--- src/core/glpg_pkg.sv ---
// Constants shared by the glue logic power gating block
package glpg_pkg;
  localparam int AXI_ADDR_W = 4;
  localparam int AXI_DATA_W = 32;
  localparam int BANK_W = 3;
  localparam int SLOT_N = 3;
  localparam int NIBBLE_W = 8;

  // Register byte addresses
  localparam logic [AXI_ADDR_W-1:0] BANK_OFFSET = 4'h0;
  localparam logic [AXI_ADDR_W-1:0] STATUS_OFFSET = 4'h4;

  // Bank latch layout and preset: bit16 high, bit15 low, bit14 high
  localparam int BANK_TOP_BIT = 2;
  localparam logic [BANK_W-1:0] BANK_RESET = 3'h5;

  // Status register field positions
  localparam int ST_BANK_LSB = 0;
  localparam int ST_POWER_OFF = 3;
  localparam int ST_WEAK_BATTERY = 4;
  localparam int ST_PORT_SELECT = 5;
  localparam int ST_READ_DRIVE = 6;
  localparam int ST_RETURN_DRIVE = 7;

  // Memory window split by the top bank bit (address bits 15 and 14)
  localparam logic [1:0] WINDOW_A15_A14 = 2'h1;

  // AXI responses
  localparam logic [1:0] RESP_OKAY = 2'h0;
  localparam logic [1:0] RESP_DECERR = 2'h3;
endpackage

--- src/core/glpg_top.sv ---
// Gate array glue: bank latch, bus gating, serial routing, power clamps
//
// Implementation choices: register access over AXI4-Lite and the address map.
`timescale 1ns/1ps
// Summary of operation
// RL1 - Power off holds outputs at fixed levels; break key, inverted address 13 and bank outputs still follow their inputs
// RL2 - Weak battery: slots high, break low, strobe released
// RL3 - Break key output is inverse of key
// RL4 - Inverted address 13 output complements input
// RL5 - Latch strobe marks main write to port 3DH
// RL6 - Bank outputs latch data bits 2..0
// RL7 - Top bank bit splits 16KB window at 4000H
// RL8 - System reset low presets bank to 101
// RL9 - Return enable low drives return nibbles out
// RL10 - Power off forces data bits 2..0 low
// RL11 - UART clock passes sub clock when on
// RL12 - Slot selects follow inputs when healthy
// RL13 - Slot selects high when off or weak
// RL14 - Read strobe from five inputs, hi-Z otherwise
// RL15 - Strobe low only during secondary processor reads
// RL16 - Port select swaps optical and RS-232 lines
// RL17 - Gating combinational except the bank latch
module glpg_top
  import glpg_pkg::*;
#(
  parameter int BANK_BITS = BANK_W,
  parameter int SLOTS = SLOT_N
)
(
  input wire logic clk,
  input wire logic reset,
  input wire logic clk_en,
  // AXI4-Lite slave
  input wire logic [AXI_ADDR_W-1:0] s_axi_awaddr,
  input wire logic s_axi_awvalid,
  output logic s_axi_awready,
  input wire logic [AXI_DATA_W-1:0] s_axi_wdata,
  input wire logic [3:0] s_axi_wstrb,
  input wire logic s_axi_wvalid,
  output logic s_axi_wready,
  output logic [1:0] s_axi_bresp,
  output logic s_axi_bvalid,
  input wire logic s_axi_bready,
  input wire logic [AXI_ADDR_W-1:0] s_axi_araddr,
  input wire logic s_axi_arvalid,
  output logic s_axi_arready,
  output logic [AXI_DATA_W-1:0] s_axi_rdata,
  output logic [1:0] s_axi_rresp,
  output logic s_axi_rvalid,
  input wire logic s_axi_rready,
  // Power and key
  input wire logic power_off_flag,
  input wire logic weak_battery_in,
  input wire logic on_key_n,
  output logic break_key_to_sub,
  // Address and bank
  input wire logic addr13,
  input wire logic addr15,
  input wire logic addr14,
  output logic inverted_addr13,
  input wire logic latch_strobe,
  input wire logic system_reset_n,
  output logic [BANK_BITS-1:0] latched_bank_bits,
  output logic window_lower_sel_n,
  output logic window_upper_sel_n,
  // Main processor data bus, bits 7..0
  input wire logic [7:0] data_in,
  output logic [7:0] data_out,
  output logic [7:0] data_oe,
  input wire logic return_data_enable_n,
  input wire logic [NIBBLE_W-1:0] return_nibbles,
  // Read strobe for the secondary processor
  input wire logic mem_enable_zero,
  input wire logic mem_enable_one,
  input wire logic cpu_read_timing_n,
  input wire logic clock_phase_in,
  input wire logic bus_request_in,
  output logic read_strobe_n_out,
  output logic read_strobe_n_oe,
  // Clock and serial routing
  input wire logic sub_clock_in,
  output logic uart_clock_out,
  input wire logic serial_port_select,
  input wire logic uart_tx_in,
  output logic uart_rx_out,
  output logic rs232_tx_out,
  output logic optical_tx_out,
  input wire logic rs232_rx_in,
  input wire logic optical_rx_in,
  // Slot selects
  input wire logic [SLOTS-1:0] slot_select_in,
  output logic [SLOTS-1:0] slot_select_out
);

  function automatic logic addr_hit(
    input logic [AXI_ADDR_W-1:0] addr,
    input logic [AXI_ADDR_W-1:0] offset
  );
    addr_hit = (addr[AXI_ADDR_W-1:2] == offset[AXI_ADDR_W-1:2]);
  endfunction

  logic [BANK_BITS-1:0] bank_q;
  logic [BANK_BITS-1:0] bank_d;
  logic aw_held_q;
  logic aw_held_d;
  logic w_held_q;
  logic w_held_d;
  logic [AXI_ADDR_W-1:0] awaddr_q;
  logic [AXI_ADDR_W-1:0] awaddr_d;
  logic [AXI_DATA_W-1:0] wdata_q;
  logic [AXI_DATA_W-1:0] wdata_d;
  logic [3:0] wstrb_q;
  logic [3:0] wstrb_d;
  logic bvalid_q;
  logic bvalid_d;
  logic [1:0] bresp_q;
  logic [1:0] bresp_d;
  logic rvalid_q;
  logic rvalid_d;
  logic [1:0] rresp_q;
  logic [1:0] rresp_d;
  logic [AXI_DATA_W-1:0] rdata_q;
  logic [AXI_DATA_W-1:0] rdata_d;
  logic system_off;
  logic secondary_owns_bus;
  logic read_cycle;
  logic sw_bank_write;
  logic [AXI_DATA_W-1:0] status_word;

  assign system_off = power_off_flag | weak_battery_in;
  // Secondary processor has the bus while the request line is high and power is neither off nor weak
  assign secondary_owns_bus = bus_request_in & ~system_off;
  // Only a true memory or I/O read while the read phase is active
  assign read_cycle = (mem_enable_zero | mem_enable_one) & ~cpu_read_timing_n
    & clock_phase_in; // [RL15]

  // Pin gating: purely combinational paths [RL17]
  always_comb
  begin
    inverted_addr13 = ~addr13; // [RL4]
    break_key_to_sub = weak_battery_in ? 1'b0 : ~on_key_n; // [RL3] [RL2]
    uart_clock_out = power_off_flag ? 1'b0 : sub_clock_in; // [RL11] [RL1]
    if (system_off)
    begin
      slot_select_out = {SLOTS{1'b1}}; // [RL13] [RL2]
    end
    else
    begin
      slot_select_out = slot_select_in; // [RL12]
    end
    read_strobe_n_oe = secondary_owns_bus; // [RL14] [RL2]
    read_strobe_n_out = ~(read_cycle & secondary_owns_bus); // [RL14]
    if (power_off_flag)
    begin
      rs232_tx_out = 1'b0; // [RL1]
      optical_tx_out = 1'b0;
      uart_rx_out = 1'b0;
    end
    else if (!serial_port_select)
    begin
      rs232_tx_out = 1'b0; // [RL16]
      optical_tx_out = uart_tx_in;
      uart_rx_out = optical_rx_in;
    end
    else
    begin
      rs232_tx_out = uart_tx_in; // [RL16]
      optical_tx_out = 1'b0;
      uart_rx_out = rs232_rx_in;
    end
  end

  // Data bus drive: return nibbles on read, clamp low while off
  always_comb
  begin
    data_out = 8'h00;
    data_oe = 8'h00;
    if (power_off_flag)
    begin
      data_out = 8'h00; // [RL10]
      data_oe = 8'h07; // [RL10] [RL1]
    end
    else if (!return_data_enable_n)
    begin
      data_out = return_nibbles; // [RL9]
      data_oe = 8'hff; // [RL9]
    end
  end

  // Bank window split: top bank bit picks the half of 4000H..7FFFH
  always_comb
  begin
    window_lower_sel_n = 1'b1;
    window_upper_sel_n = 1'b1;
    if (!power_off_flag && ({addr15, addr14} == WINDOW_A15_A14))
    begin
      window_lower_sel_n = bank_q[BANK_TOP_BIT]; // [RL7]
      window_upper_sel_n = ~bank_q[BANK_TOP_BIT]; // [RL7]
    end
  end

  assign latched_bank_bits = bank_q; // [RL6]

  // Write channel: address and data accepted in either order
  assign sw_bank_write = aw_held_q & w_held_q & ~bvalid_q
    & addr_hit(awaddr_q, BANK_OFFSET) & wstrb_q[0];

  always_comb
  begin
    aw_held_d = aw_held_q;
    w_held_d = w_held_q;
    awaddr_d = awaddr_q;
    wdata_d = wdata_q;
    wstrb_d = wstrb_q;
    bvalid_d = bvalid_q;
    bresp_d = bresp_q;
    if (s_axi_awvalid && s_axi_awready)
    begin
      aw_held_d = 1'b1;
      awaddr_d = s_axi_awaddr;
    end
    if (s_axi_wvalid && s_axi_wready)
    begin
      w_held_d = 1'b1;
      wdata_d = s_axi_wdata;
      wstrb_d = s_axi_wstrb;
    end
    if (aw_held_q && w_held_q && !bvalid_q)
    begin
      bvalid_d = 1'b1;
      aw_held_d = 1'b0;
      w_held_d = 1'b0;
      if (addr_hit(awaddr_q, BANK_OFFSET) || addr_hit(awaddr_q, STATUS_OFFSET))
      begin
        bresp_d = RESP_OKAY;
      end
      else
      begin
        bresp_d = RESP_DECERR;
      end
    end
    else if (bvalid_q && s_axi_bready)
    begin
      bvalid_d = 1'b0;
    end
  end

  // Bank latch: reset preset, port strobe, then software write
  always_comb
  begin
    bank_d = bank_q;
    if (!system_reset_n)
    begin
      bank_d = BANK_RESET; // [RL8]
    end
    else if (latch_strobe)
    begin
      bank_d = data_in[BANK_BITS-1:0]; // [RL5] [RL6]
    end
    else if (sw_bank_write)
    begin
      bank_d = wdata_q[BANK_BITS-1:0];
    end
  end

  // Status word shows the block's live state
  always_comb
  begin
    status_word = '0;
    status_word[ST_BANK_LSB +: BANK_W] = bank_q[BANK_W-1:0];
    status_word[ST_POWER_OFF] = power_off_flag;
    status_word[ST_WEAK_BATTERY] = weak_battery_in;
    status_word[ST_PORT_SELECT] = serial_port_select;
    status_word[ST_READ_DRIVE] = secondary_owns_bus;
    status_word[ST_RETURN_DRIVE] = ~return_data_enable_n & ~power_off_flag;
  end

  // Read channel: one read at a time, answered the next cycle
  always_comb
  begin
    rvalid_d = rvalid_q;
    rresp_d = rresp_q;
    rdata_d = rdata_q;
    if (s_axi_arvalid && s_axi_arready)
    begin
      rvalid_d = 1'b1;
      if (addr_hit(s_axi_araddr, BANK_OFFSET))
      begin
        rdata_d = {{(AXI_DATA_W-BANK_BITS){1'b0}}, bank_q};
        rresp_d = RESP_OKAY;
      end
      else if (addr_hit(s_axi_araddr, STATUS_OFFSET))
      begin
        rdata_d = status_word;
        rresp_d = RESP_OKAY;
      end
      else
      begin
        rdata_d = '0;
        rresp_d = RESP_DECERR;
      end
    end
    else if (rvalid_q && s_axi_rready)
    begin
      rvalid_d = 1'b0;
    end
  end

  assign s_axi_awready = ~aw_held_q & ~bvalid_q;
  assign s_axi_wready = ~w_held_q & ~bvalid_q;
  assign s_axi_bvalid = bvalid_q;
  assign s_axi_bresp = bresp_q;
  assign s_axi_arready = ~rvalid_q;
  assign s_axi_rvalid = rvalid_q;
  assign s_axi_rresp = rresp_q;
  assign s_axi_rdata = rdata_q;

  always_ff @(posedge clk)
  begin
    if (reset)
    begin
      bank_q <= BANK_RESET; // [RL8]
      aw_held_q <= 1'b0;
      w_held_q <= 1'b0;
      awaddr_q <= '0;
      wdata_q <= '0;
      wstrb_q <= 4'h0;
      bvalid_q <= 1'b0;
      bresp_q <= RESP_OKAY;
      rvalid_q <= 1'b0;
      rresp_q <= RESP_OKAY;
      rdata_q <= '0;
    end
    else if (clk_en)
    begin
      bank_q <= bank_d;
      aw_held_q <= aw_held_d;
      w_held_q <= w_held_d;
      awaddr_q <= awaddr_d;
      wdata_q <= wdata_d;
      wstrb_q <= wstrb_d;
      bvalid_q <= bvalid_d;
      bresp_q <= bresp_d;
      rvalid_q <= rvalid_d;
      rresp_q <= rresp_d;
      rdata_q <= rdata_d;
    end
  end

endmodule

--- config.mk ---
export PLATFORM = sky130hd
export DESIGN_NAME = glpg_top
export DESIGN_NICKNAME = d
export VERILOG_FILES = /design/src/core/glpg_pkg.sv /design/src/core/glpg_top.sv
export SDC_FILE = /design/constraint.sdc
export NUM_CORES = 1
export LEC_CHECK = 0
export ABC_CLOCK_PERIOD_IN_PS = 1600
export BUFFER_PORTS_ARGS = -buffer_cell sky130_fd_sc_hd__buf_2
export CAP_MARGIN = 20
export CORE_MARGIN = 5
export CORE_UTILIZATION = 33
export CTS_CLUSTER_SIZE = 24
export DETAILED_ROUTE_END_ITERATION = 8
export PLACE_DENSITY = 0.81
export SETUP_SLACK_MARGIN = 0.2
export SYNTH_ARGS = -nofsm -noshare
export SYNTH_HDL_FRONTEND = slang
export SYNTH_SLANG_ARGS = --single-unit
--- constraint.sdc ---
create_clock -name clk -period 1.6 [get_ports clk]
set_input_delay 0.08 -clock clk [delete_from_list [all_inputs] [get_ports clk]]
set_output_delay 0.08 -clock clk [all_outputs]
set_load 0.02 [all_outputs]
Yosys cells after proc, flatten, opt, wreduce, memory -nomap -nowiden. Cells that the tools add are included.

Output and inout bits: 73. Bits of input ports: 90. Flip-flop bits (word level): 51. Word-level logic and storage cells: 97.

Reduce and logical (&&, ||, !) cells: 26. Equal/unequal tests: 4. Bitwise operators: 25. Muxes and demuxes: 31.

Operators by type and width (count): $mux 8 (6); $mux 1 (18); $reduce_and 2->1 (9); $mux 3 (4); $not 1->1 (12); $and 1x1->1 (11); $logic_and 1x1->1 (8); $reduce_bool 2->1 (4); $eq 2x1->1 const B (3); $mux 2 (3); $logic_not 2->1 (2); $ne 3x2->1 const B (1); $logic_not 1->1 (2); $or 1x1->1 (2); $logic_or 1x1->1 (1).

Longest topological paths before layout. Gate-level depths: netlist (run 1).

Depth after elaboration: 7. Mapped depth: 4.

Worst setup path after synthesis (run 1). No wires, ideal clock.

Path kind: reg-to-reg. Start: register bvalid_q (netlist: s_axi_bvalid). End: register bank_q[1] (netlist: latched_bank_bits[1]). Path buffers: 0. Clock period less this slack: 1.467 ns. Required time: 1.479 ns. Data arrival time: 1.345 ns. Cell stages (with the launch flop): 4. Slack: 0.133 ns. Library setup time: 0.121 ns. Cells stage by stage: dfxtp_1 > and4b_4 > a32oi_2 > mux2_4.

Longest elaborated chain between the ends: 6.

Ends and longest elaborated chain: start, declared (line glpg_top.sv:114) `logic bvalid_q;`; start signal, assigned (line glpg_top.sv:342) `bvalid_q <= bvalid_d;`; $not 1->1 (line glpg_top.sv:205) `assign sw_bank_write = aw_held_q & w_held_q & ~bvalid_q`; $and 1x1->1 (line glpg_top.sv:205); $and 1x1->1 (2 in series) (line glpg_top.sv:206) `& addr_hit(awaddr_q, BANK_OFFSET) & wstrb_q[0];`; $ne 3x2->1 (no source line); $reduce_and 2->1 (no source line); end signal, assigned (line glpg_top.sv:336) `bank_q <= bank_d;`; end, declared (line glpg_top.sv:102) `logic [BANK_BITS-1:0] bank_q;`.

Every way passes these cells. A chain may end at the register's enable or synchronous reset.

Worst setup path after layout (run 1). Same ends and word-level chain as after synthesis.

==> metrics.md, run 1 <==
| Metric | Value |
|---|---|
| Status | finished clean |
| CTS tree | yes |
| Depth of the worst hold-timing path | 3 |
| Synthesized area | approximately 1400 sq um |
| Global-route wire length before repair | between 5 and 6 mm |
| Crit path max-delay family | flip-flops |
| Flop2flop setup slack | ~0.27 ns |
| GRT met1 Usage | between 10% and 20% |
| Grt met2 use | 23.2% |
| DR vias | ~1.3k |
| Buffers inserted by post-CTS timing repair | 0 |
| Critical hold path startpoint | s_axi_wstrb[0] |
| Synthesized instance count | between 150 and 200 |
| Worst path max stage delay | roughly 0.38 ns |
| Startpoint Class | flop |
| Instance count on the critical path | 3 |
| Fin crit period | 1.33 ns |
| Critical path's slowest cell | dfxtp_2 |
| WL final | 3.65 mm |
| Grt total ovfl | 0 |
| GRT Total Usage | about an eighth |
| CTS Buf Count | 3 |
| RSZ-0062 raised after global routing | false |
| Post-Synth Simple-Gate Area | about 28% |
| WHS Endpoint | wstrb_q[0] |
| Synth Register Bits | 23 |
| Iteration-0 DRC Markers | 39 |
| Initial antenna violation count | 0 |
| Clk slew on worst S/H paths | ~0.08 ns |
| Commonest non-fill, non-tap cells in the layout | buf_2, conb_1, dfxtp_1 |
| Synth warn | 0 |
| Switching share of power | approximately a third |
| Full die area | around 5500 sq um |
| Post-route antenna net violation count | 0 |
| Worst Path Arrival | around 1.5 ns |
| Vias in the first global route | between 1k and 1.5k |
| Die height | 74.0 um |
| Area grow syn2layout | 33.1% |
| Static leakage | slightly above 0.9 nW |
| Post-route setup TNS | 0 ns |
| R2R Path Start | s_axi_bvalid |
| Cell row count | 23 |
| Busiest grt layer | met2 |
| Synth Area in Compound Gates | 8.52% |
| Worst-Skew Late Latency | about 0.26 ns |
| Clock sinks | 23 |
| Endpoints failing hold | 0 |
| Synth Area per Inst | a little over 8 sq um |
| Clk root buf | clkbuf_8 |
| Largest family of logic cells by synthesized area | simple AND/OR/NAND/NOR gates |
| Core ar. | 3970 sq um |
| Port buffer count | 97 |
| Clock Path Buffers | 2 |
| Post-route DRC | 0 |
| Post-Route Utilization | 45.3% |
| Worst Path Buf+Inv | 0 |
| MaxCap Viol Count | 0 |
| Vias per inst | between 4 and 5 |
| Pint | between 800 and 900 uW |
| DRT Pass-1 Iters | 4 |
| Kind of critical path | reg2reg |
| Drt wl/cell | 12.1 um |
| ANT cells | 0 |
| Initial Utilization | 34.0% |
| Adder and majority gate portion of the synthesized area | 0% |
| Share of cells above drive strength 1 | 43.3% |
| H-tree depth | 1 |
| Seq pwr share | a little under half |
| Reg2Reg Depth | 3 |
| Worst Hold Class | in2reg |
| Total power | approximately 1.3 mW |
| Slew Limit Fails | 0 |
| Final #Nets | ~340 |
| Seq/Total Area, Yosys | roughly 34% |
| XOR/XNOR Fraction of Synth Area | 0% |
| Placer congestion estimate | 0.688 |
| CP required | 1.76 ns |
| Critical path peak fanout | 7 |
| Largest net degree at the start of global routing | 15 |
| Largest vdd supply drop | 0.000587 V |
| M3 GR Usage | roughly 3.5% |
| Upper clock frequency limit | about 0.75 GHz |
| Mux cell area share after synthesis | about 8.5% |
| Final count of negative-setup-slack endpoints | 0 |
| Part of the cycle the worst path needs | roughly 83% |
| Critical Path End Type | flop |
| Hold WS | between 0.05 and 0.06 ns |
| Clock power frac | roughly 27% |
| Ports | roughly 160 |
| Distinct cells, synth | 25 |
| Leading cell type in the layout, fill and taps excluded | buf_2 |
| HPWL after DPL | approximately 3 mm |
| Combinational fraction of design power | a little over a quarter |
| CP Cell Sequence | and4b_4 > a32oi_4 > mux2_4 |
| Switching pwr | between 400 and 500 uW |
| Reg-to-Reg End | latched_bank_bits[1] |
| Critical Path Start | s_axi_bvalid |
| Fin Clk Skew | between 0.0015 and 0.002 ns |
| Pwr per Cell Area | roughly 730 nW/um^2 |
| Die X | roughly 74 um |
layer usage:
metal	routed length, um	vias up
met5	0	-
met4	0	0
met3	461	0
met2	1810	76
met1	1380	567
li1	-	663
synthesized netlist by cell type (all sizes together):
| cell type | n | area share, % |
|---|---|---|
| dfxtp | 23 | 34 |
| inv | 3 | 0.83 |
| mux2 | 1 | 1.1 |
| o21a | 2 | 1.1 |
| and4b | 1 | 1.0 |
| nor2b | 5 | 2.3 |
| nor3b | 2 | 1.1 |
| nand3b | 5 | 2.8 |
| nand3 | 6 | 2.2 |
| and2 | 8 | 3.7 |
| conb | 1 | 0.28 |
| and3b | 2 | 1.3 |
| buf | 34 | 19 |
| a32oi | 1 | 1.2 |
| or3 | 3 | 1.4 |
| a211oi | 2 | 1.1 |
| nand2 | 13 | 3.6 |
| nor2 | 19 | 5.3 |
| o2111ai | 1 | 0.65 |
| a21oi | 12 | 4.4 |
| nand2b | 4 | 1.9 |
| mux2i | 10 | 7.4 |
| and4bb | 2 | 1.9 |
| clkbuf | 3 | 0.83 |
kinds of logic (layout without fill, tap and decap cells):
group           count (synthesis)  after routing
other cells                     1             24
flops                          23             23
buf+inv                        40            106
compound gates                 18             18
mux                            11             11
simple gates                   70             70
power groups by stage:
| stage | clock [mW] | combinational (mW) | sequential (mW) |
|---|---|---|---|
| global route | 0.403 | 0.375 | 0.616 |
| finish | 0.354 | 0.345 | 0.611 |
| CTS | 0.371 | 0.343 | 0.611 |
| detailed placement | 0 | 0.343 | 0.625 |
| global placement | 0 | 0.339 | 0.623 |
| floorplan | 0 | 0.255 | 0.635 |
worst register-to-register path, stage by stage, from the launching register on:
cell	delay, ns
dfxtp_2	0.38
and4b_4	0.24
a32oi_4	0.28
mux2_4	0.32
registers in the layout (all words and copies together), names as in the netlist, 2 cells and up:
signal	count
awaddr_q	2
latched_bank_bits	3
s_axi_rdata	8
wdata_q	3
repair_timing:
action / CTS / global route
gates resized for setup: 0 / 1
hold buffers: 0 / 0
setup endpoints to repair: 0 / 1
layout make-up:
type	count	area, sq um
timing repair buffer	99	500
fill	408	2170
inverter	3	11.3
multi-input combinational	123	716
sequential	23	462
tap	50	62.6
clock inverter	1	5.00
clock buffer	3	41.3
through the flow:
step / cells / instance area (sq um) / setup WS, ns
final: 302 / 1800 / 0.273
after global routing: 302 / 1800 / 0.211
after CTS: 302 / 1790 / 0.231
after detailed placement: 298 / 1740 / 0.239
after global placement: 298 / 1740 / 0.248
after floorplan: 186 / 1440 / 0.239
how the worst max path moves through the flow:
stage,slack (ns),endpoint
floorplan,0.24,latched_bank_bits[1]
global placement,0.25,latched_bank_bits[1]
detailed placement,0.24,latched_bank_bits[1]
CTS,0.23,latched_bank_bits[1]
global route,0.21,latched_bank_bits[1]
finish,0.27,latched_bank_bits[1]
Note: power is estimated with default switching activity, not from simulation.
==> run 2: changes to the inputs <==
Settings changed: ABC_AREA set to 1, ABC_CLOCK_PERIOD_IN_PS 1600 to 1150, CORE_UTILIZATION 33 to 30, PLACE_DENSITY 0.81 to 0.76.
Clock period 1.6 ns to 1.15 ns, I/O delays scaled along.
==> metrics.md, run 2 <==
| Metric | Value |
|---|---|
| Post-route DRC | 0 |
| Placer congestion estimate | roughly 0.78 |
| Synth Area per Inst | 6.98 sq um |
| Seq/Total Area, Yosys | 32.3% |
| Synth area leaders | dfxtp_1, buf_4, nand2_1, inv_1, nor2_1 |
| Part of the cycle the worst path needs | just under 90% |
| Area grow syn2layout | 45.3% |
| Pwr per Cell Area | 951 nW/um^2 |
| Synth Register Bits | 23 |
| Cell row count | 25 |
| Pint | around 1.3 mW |
| MaxCap Viol Count | 0 |
| Main synth FF type | dfxtp_1 |
| CP Cell Sequence | inv_2 > nand2_2 > nor2_4 > nand2_4 > nand2_1 > nand2_1 > nand3_2 |
| Core ar. | 4660 sq um |
| Iteration-0 DRC Markers | 31 |
| RSZ-0062 raised after global routing | true |
| Kind of critical path | reg2reg |
| Worst Path Arrival | between 1 and 1.5 ns |
| Static leakage | 1.12 nW |
| Sequential cell area | 473 sq um |
| Endpoints failing hold | 0 |
| Top-count cell post-synth | nand2_1 |
| Vias in the first global route | approximately 1.4k |
| Commonest non-fill, non-tap cells in the layout | buf_2, nand2_1, inv_1 |
| Status | finished clean |
| Critical path's slowest cell | dfxtp_4 |
| Seq pwr share | about 44% |
| Post-synth EDFFs | 0 |
| Slew Limit Fails | 0 |
| Switching pwr | ~660 uW |
| Critical Path End Type | flop |
| Upper clock frequency limit | around 1 GHz |
| Die X | about 79 um |
| Top cells by count, synth | nand2_1, buf_4, inv_1 |
| Clock Path Buffers | 2 |
| Most used cell along the critical path | nand2_1 |
| Synthesized area | 1420 sq um |
| Yosys top cell area share | between 30% and 40% |
| Grt total ovfl | 0 |
| Worst path max stage delay | between 0.3 and 0.4 ns |
| CTS tree | yes |
| Ys async rst share | 0% |
| Initial Utilization | slightly above 30% |
| Largest vdd supply drop | 0.000417 V |
| Final #Nets | approximately 390 |
| DR vias | about 1.5k |
| Die height | 78.9 um |
| Fin Clk Skew | roughly 0.0026 ns |
| Multi-input gate area | 800 sq um |
| CP required | between 1 and 1.5 ns |
| Layout fillers | between 500 and 600 |
| Worst-Skew Late Latency | 0.26 ns |
| Critical path peak fanout | 5 |
| Clock power frac | roughly a quarter |
| Full die area | ~6200 sq um |
| Synth warn | 0 |
| Worst Hold Class | in2reg |
| Initial antenna violation count | 0 |
| Crit path max-delay family | simple AND/OR/NAND/NOR gates |
| Switching share of power | 33.6% |
| Port buffer count | 97 |
| HPWL after DPL | 3.26 mm |
| Leading cell type in the layout, fill and taps excluded | buf_2 |
| DRT Pass-1 Iters | 4 |
| Startpoint Class | flop |
| Max reg flops | 8 |
| Share of cells above drive strength 1 | between 50% and 60% |
| Global-route wire length before repair | 6.12 mm |
| Largest net degree at the start of global routing | 15 |
| Drt wl/cell | between 10 and 15 um |
| ANT cells | 0 |
| Final count of negative-setup-slack endpoints | 0 |
| Post-route setup TNS | 0 ns |
| H-tree depth | 1 |
| Synthesized instance count | about 200 |
| Post-Route Utilization | 44.4% |
| Synth area leader | dfxtp_1 |
| Clk slew on worst S/H paths | 0.08 ns |
| Worst Path Buf+Inv | 1 |
| Distinct cells, synth | 22 |
| WL final | about 4.0 mm |
| Post-route antenna net violation count | 0 |
| GRT Total Usage | about an eighth |
| CTS Buf Count | 3 |
| Clock sinks | 23 |
| Ports | ~160 |
| Clk root buf | clkbuf_8 |
| Combinational fraction of design power | about 31% |
| Vias per inst | roughly 4.3 |
| Cts hold-fix bufs | 0 |
| Fin crit period | ~1.0 ns |
## run 2: cell count changes in the layout (fill, tap and decap cells not counted), sizes merged, moves of 5 or more
cell	before	now
nand3	6	11
o21ai	0	7
mux2i	10	0
nor2	19	30
nand2	13	39
nor2b	5	0
and2	8	0
nand3b	5	0
inv	3	27
## run 2: layout make-up
| type | instances | share of cell area (%) |
|---|---|---|
| clock buffers | 4 | 2.18 |
| inverters | 28 | 5.44 |
| multi-input cells | 140 | 38.6 |
| flip-flops and latches | 23 | 22.9 |
| repair buffers | 103 | 27.6 |
| well taps | 54 | 3.26 |
## run 2: power groups by stage
stage	registers (mW)	logic, mW	clock network (mW)
after floorplan	0.903	0.425	0
after global placement	0.882	0.554	0
after detailed placement	0.884	0.563	0
after CTS	0.867	0.587	0.523
after global routing	0.874	0.669	0.550
final	0.867	0.611	0.490
## run 2: path summary, 6_finish.rpt
kind,cells after the start,endpoint,slack [ns],startpoint
worst max-delay path,7,latched_bank_bits[0],0.12,s_axi_bvalid
worst min register to register,2,awaddr_q[2],0.46,awaddr_q[2]
worst min-delay path,3,wdata_q[2],0.03,s_axi_wdata[2]
worst max register to register,7,latched_bank_bits[0],0.12,s_axi_bvalid
## run 2: per-layer routing
metal / GRT usage, % / share of wire [%] / vias to the layer above
met2: 22.5 / 55 / 48
met5: 0 / 0 / -
met4: 2.23 / 0.43 / 0
li1: - / - / 762
met3: 2.95 / 6.1 / 2
met1: 13.7 / 38 / 686
## run 2: repair_timing
action                     4_1_cts  5_1_grt
setup buffers                    2        0
pin swaps                        4        9
gates resized for setup         16       25
setup endpoints to repair       20       27
## run 2: worst register-to-register path, stage by stage, from the launching register on
cell	delay (ns)
dfxtp_4	0.38
inv_2	0.07
nand2_2	0.06
nor2_4	0.16
nand2_4	0.10
nand2_1	0.09
nand2_1	0.07
nand3_2	0.06
## run 2: through the flow
| stage | cell area [sq um] | total power, mW | hold slack (ns) | setup slack [ns] | std cells |
|---|---|---|---|---|---|
| after floorplan | 1590 | 1.33 | 0.117 | 0.157 | 227 |
| after global placement | 1890 | 1.44 | 0.292 | 0.130 | 346 |
| after detailed placement | 1890 | 1.45 | 0.296 | 0.100 | 346 |
| after CTS | 2000 | 1.98 | 0.0227 | 0.107 | 352 |
| after global routing | 2070 | 2.09 | 0.0398 | 0.0414 | 352 |
| final | 2070 | 1.97 | 0.0345 | 0.121 | 352 |
## run 2: cell families after synthesis
group,Yosys count,synth area share (%)
AND/OR/NAND/NOR,90,30.2
other,1,0.263
buffers and inverters,64,26.9
flip-flops,23,32.3
AO/OA/AOI/OAI,26,10.3
==> run 3: changes to the inputs <==
Settings changed: REMOVE_ABC_BUFFERS set to 1.
==> metrics.md, run 3 (synthesis gave the netlist of run 2 again) <==
| Metric | Value |
|---|---|
| Final count of negative-setup-slack endpoints | 0 |
| Largest vdd supply drop | 0.000885 V |
| Clock power frac | about a quarter |
| Critical path peak fanout | 3 |
| Placed cell area | ~1800 sq um |
| Kind of critical path | reg2reg |
| Die height | about 80 um |
| Endpoints failing hold | 0 |
| Pwr per Cell Area | just under 1000 nW/um^2 |
| Leading cell type in the layout, fill and taps excluded | buf_2 |
| Crit path max-delay family | flip-flops |
| Grt total ovfl | 0 |
| Max reg flops | 8 |
| GRT Total Usage | between 10 and 15% |
| Post-route DRC | 0 |
| Fin cells | between 300 and 400 |
| Layout fillers | between 400 and 500 |
| Pint | approximately 1.3 mW |
| Clock sinks | 23 |
| Startpoint Class | flop |
| Finished Cell Area | 2050 sq um |
| Worst-Skew Late Latency | between 0.2 and 0.3 ns |
| Status | finished clean |
| Post-route antenna net violation count | 0 |
| Share of cells above drive strength 1 | 50.0% |
| Vias per inst | around 4.3 |
| H-tree depth | 1 |
| Placer congestion estimate | around 0.74 |
| MaxCap Viol Count | 0 |
| Part of the cycle the worst path needs | 90.7% |
| Critical Path End Type | flop |
| Clock Path Buffers | 2 |
| CTS Buf Count | 3 |
| Static leakage | ~1.1 nW |
| DR vias | around 1.5k |
| Total power | between 1.5 and 2 mW |
| HPWL after DPL | just over 3 mm |
| Dpl cells | around 350 |
| Slew Limit Fails | 0 |
| Ports | between 150 and 200 |
| Core ar. | approximately 4700 sq um |
| Combinational fraction of design power | a little under a third |
| RSZ-0062 raised after global routing | true |
| Full die area | between 6000 and 7000 sq um |
| Depth of the worst hold-timing path | 3 |
| Final #Nets | 393 |
| Worst path max stage delay | about 0.37 ns |
| Fin Clk Skew | roughly 0.0027 ns |
| Area grow syn2layout | 43.7% |
| ANT cells | 0 |
| Fin crit period | between 1 and 1.5 ns |
| Clk slew on worst S/H paths | about 0.09 ns |
| Critical path's slowest cell | dfxtp_2 |
| Worst Path Arrival | around 1.2 ns |
| Switching pwr | about 680 uW |
| Iteration-0 DRC Markers | 28 |
| Instance count on the critical path | 5 |
| Largest net degree at the start of global routing | 15 |
| Reg2Reg Depth | 5 |
| Worst Path Buf+Inv | 1 |
| Cell row count | 25 |
| Sequential cell area | about 470 sq um |
| Drt wl/cell | approximately 11 um |
| Die X | about 80 um |
| Commonest non-fill, non-tap cells in the layout | buf_2, nand2_1, inv_1, nor2_1, conb_1 |
| DRT Pass-1 Iters | 4 |
| CP Cell Sequence | nand2_1 > nor2_4 > buf_6 > nor2_1 > a211oi_1 |
| Multi-input gate area | ~750 sq um |
| Switching share of power | between 30% and 40% |
| Global-route wire length before repair | roughly 5.9 mm |
| Clk root buf | clkbuf_8 |
| Worst Hold Class | in2reg |
| Initial Utilization | approximately 31% |
| Initial antenna violation count | 0 |
| Port buffer count | 97 |
| Seq pwr share | between 40% and 50% |
| CTS tree | yes |
| Flop2flop setup slack | 0.11 ns |
| WL final | a little under 4 mm |
| Vias in the first global route | between 1k and 1.5k |
| CP required | ~1.3 ns |
| Upper clock frequency limit | 0.959 GHz |
run 3: layout make-up:
cell class	count	area share, %
clock inverters	1	0.367
repair buffers	107	29.5
multi-input cells	140	36.5
well taps	54	3.30
flip-flops and latches	23	23.1
inverters	28	5.26
clock buffers	3	2.02
run 3: power by group through the flow:
stage	logic, mW	clock network, mW	registers, mW
after global routing	0.658	0.570	0.871
after floorplan	0.292	0	0.903
after CTS	0.585	0.548	0.863
after detailed placement	0.533	0	0.880
final	0.598	0.519	0.864
after global placement	0.527	0	0.879
run 3: stage by stage:
stage | hold slack [ns] | TNS (ns) | setup slack (ns) | utilization, %
6_report | 0.0216 | 0 | 0.107 | 43.9
5_1_grt | 0.0209 | 0 | 0.0606 | 43.9
4_1_cts | 0.0162 | 0 | 0.136 | 42.7
3_5_place_dp | 0.319 | 0 | 0.0693 | 38.8
3_3_place_gp | 0.307 | 0 | 0.0290 | 38.8
2_1_floorplan | 0.120 | -11.52 | -1.05 | -
run 3: final timing paths:
| check | startpoint | endpoint |
|---|---|---|
| max | w_held_q | s_axi_bresp[0] |
| min | s_axi_wdata[0] | wdata_q[0] |
| max reg2reg | w_held_q | s_axi_bresp[0] |
| min reg2reg | awaddr_q[2] | awaddr_q[2] |
run 3: repair_timing:
action / in CTS / in global routing
pin swaps: 6 / 4
hold buffers: 0 / 0
setup buffers: 6 / 1
resized for setup: 33 / 17
setup endpoints to repair: 26 / 26
run 3: worst register-to-register path, stage by stage (launching register included):
cell	delay, ns
dfxtp_2	0.37
nand2_1	0.10
nor2_4	0.18
buf_6	0.13
nor2_1	0.03
a211oi_1	0.15
run 3: per-layer routing:
layer | wire length, um | track usage [%] | up-vias
li1 | - | - | 775
met1 | 1410 | 12.5 | 662
met2 | 1970 | 21.6 | 79
met3 | 474 | 4.08 | 2
met4 | 9 | 1.03 | 0
met5 | 0 | 0 | -
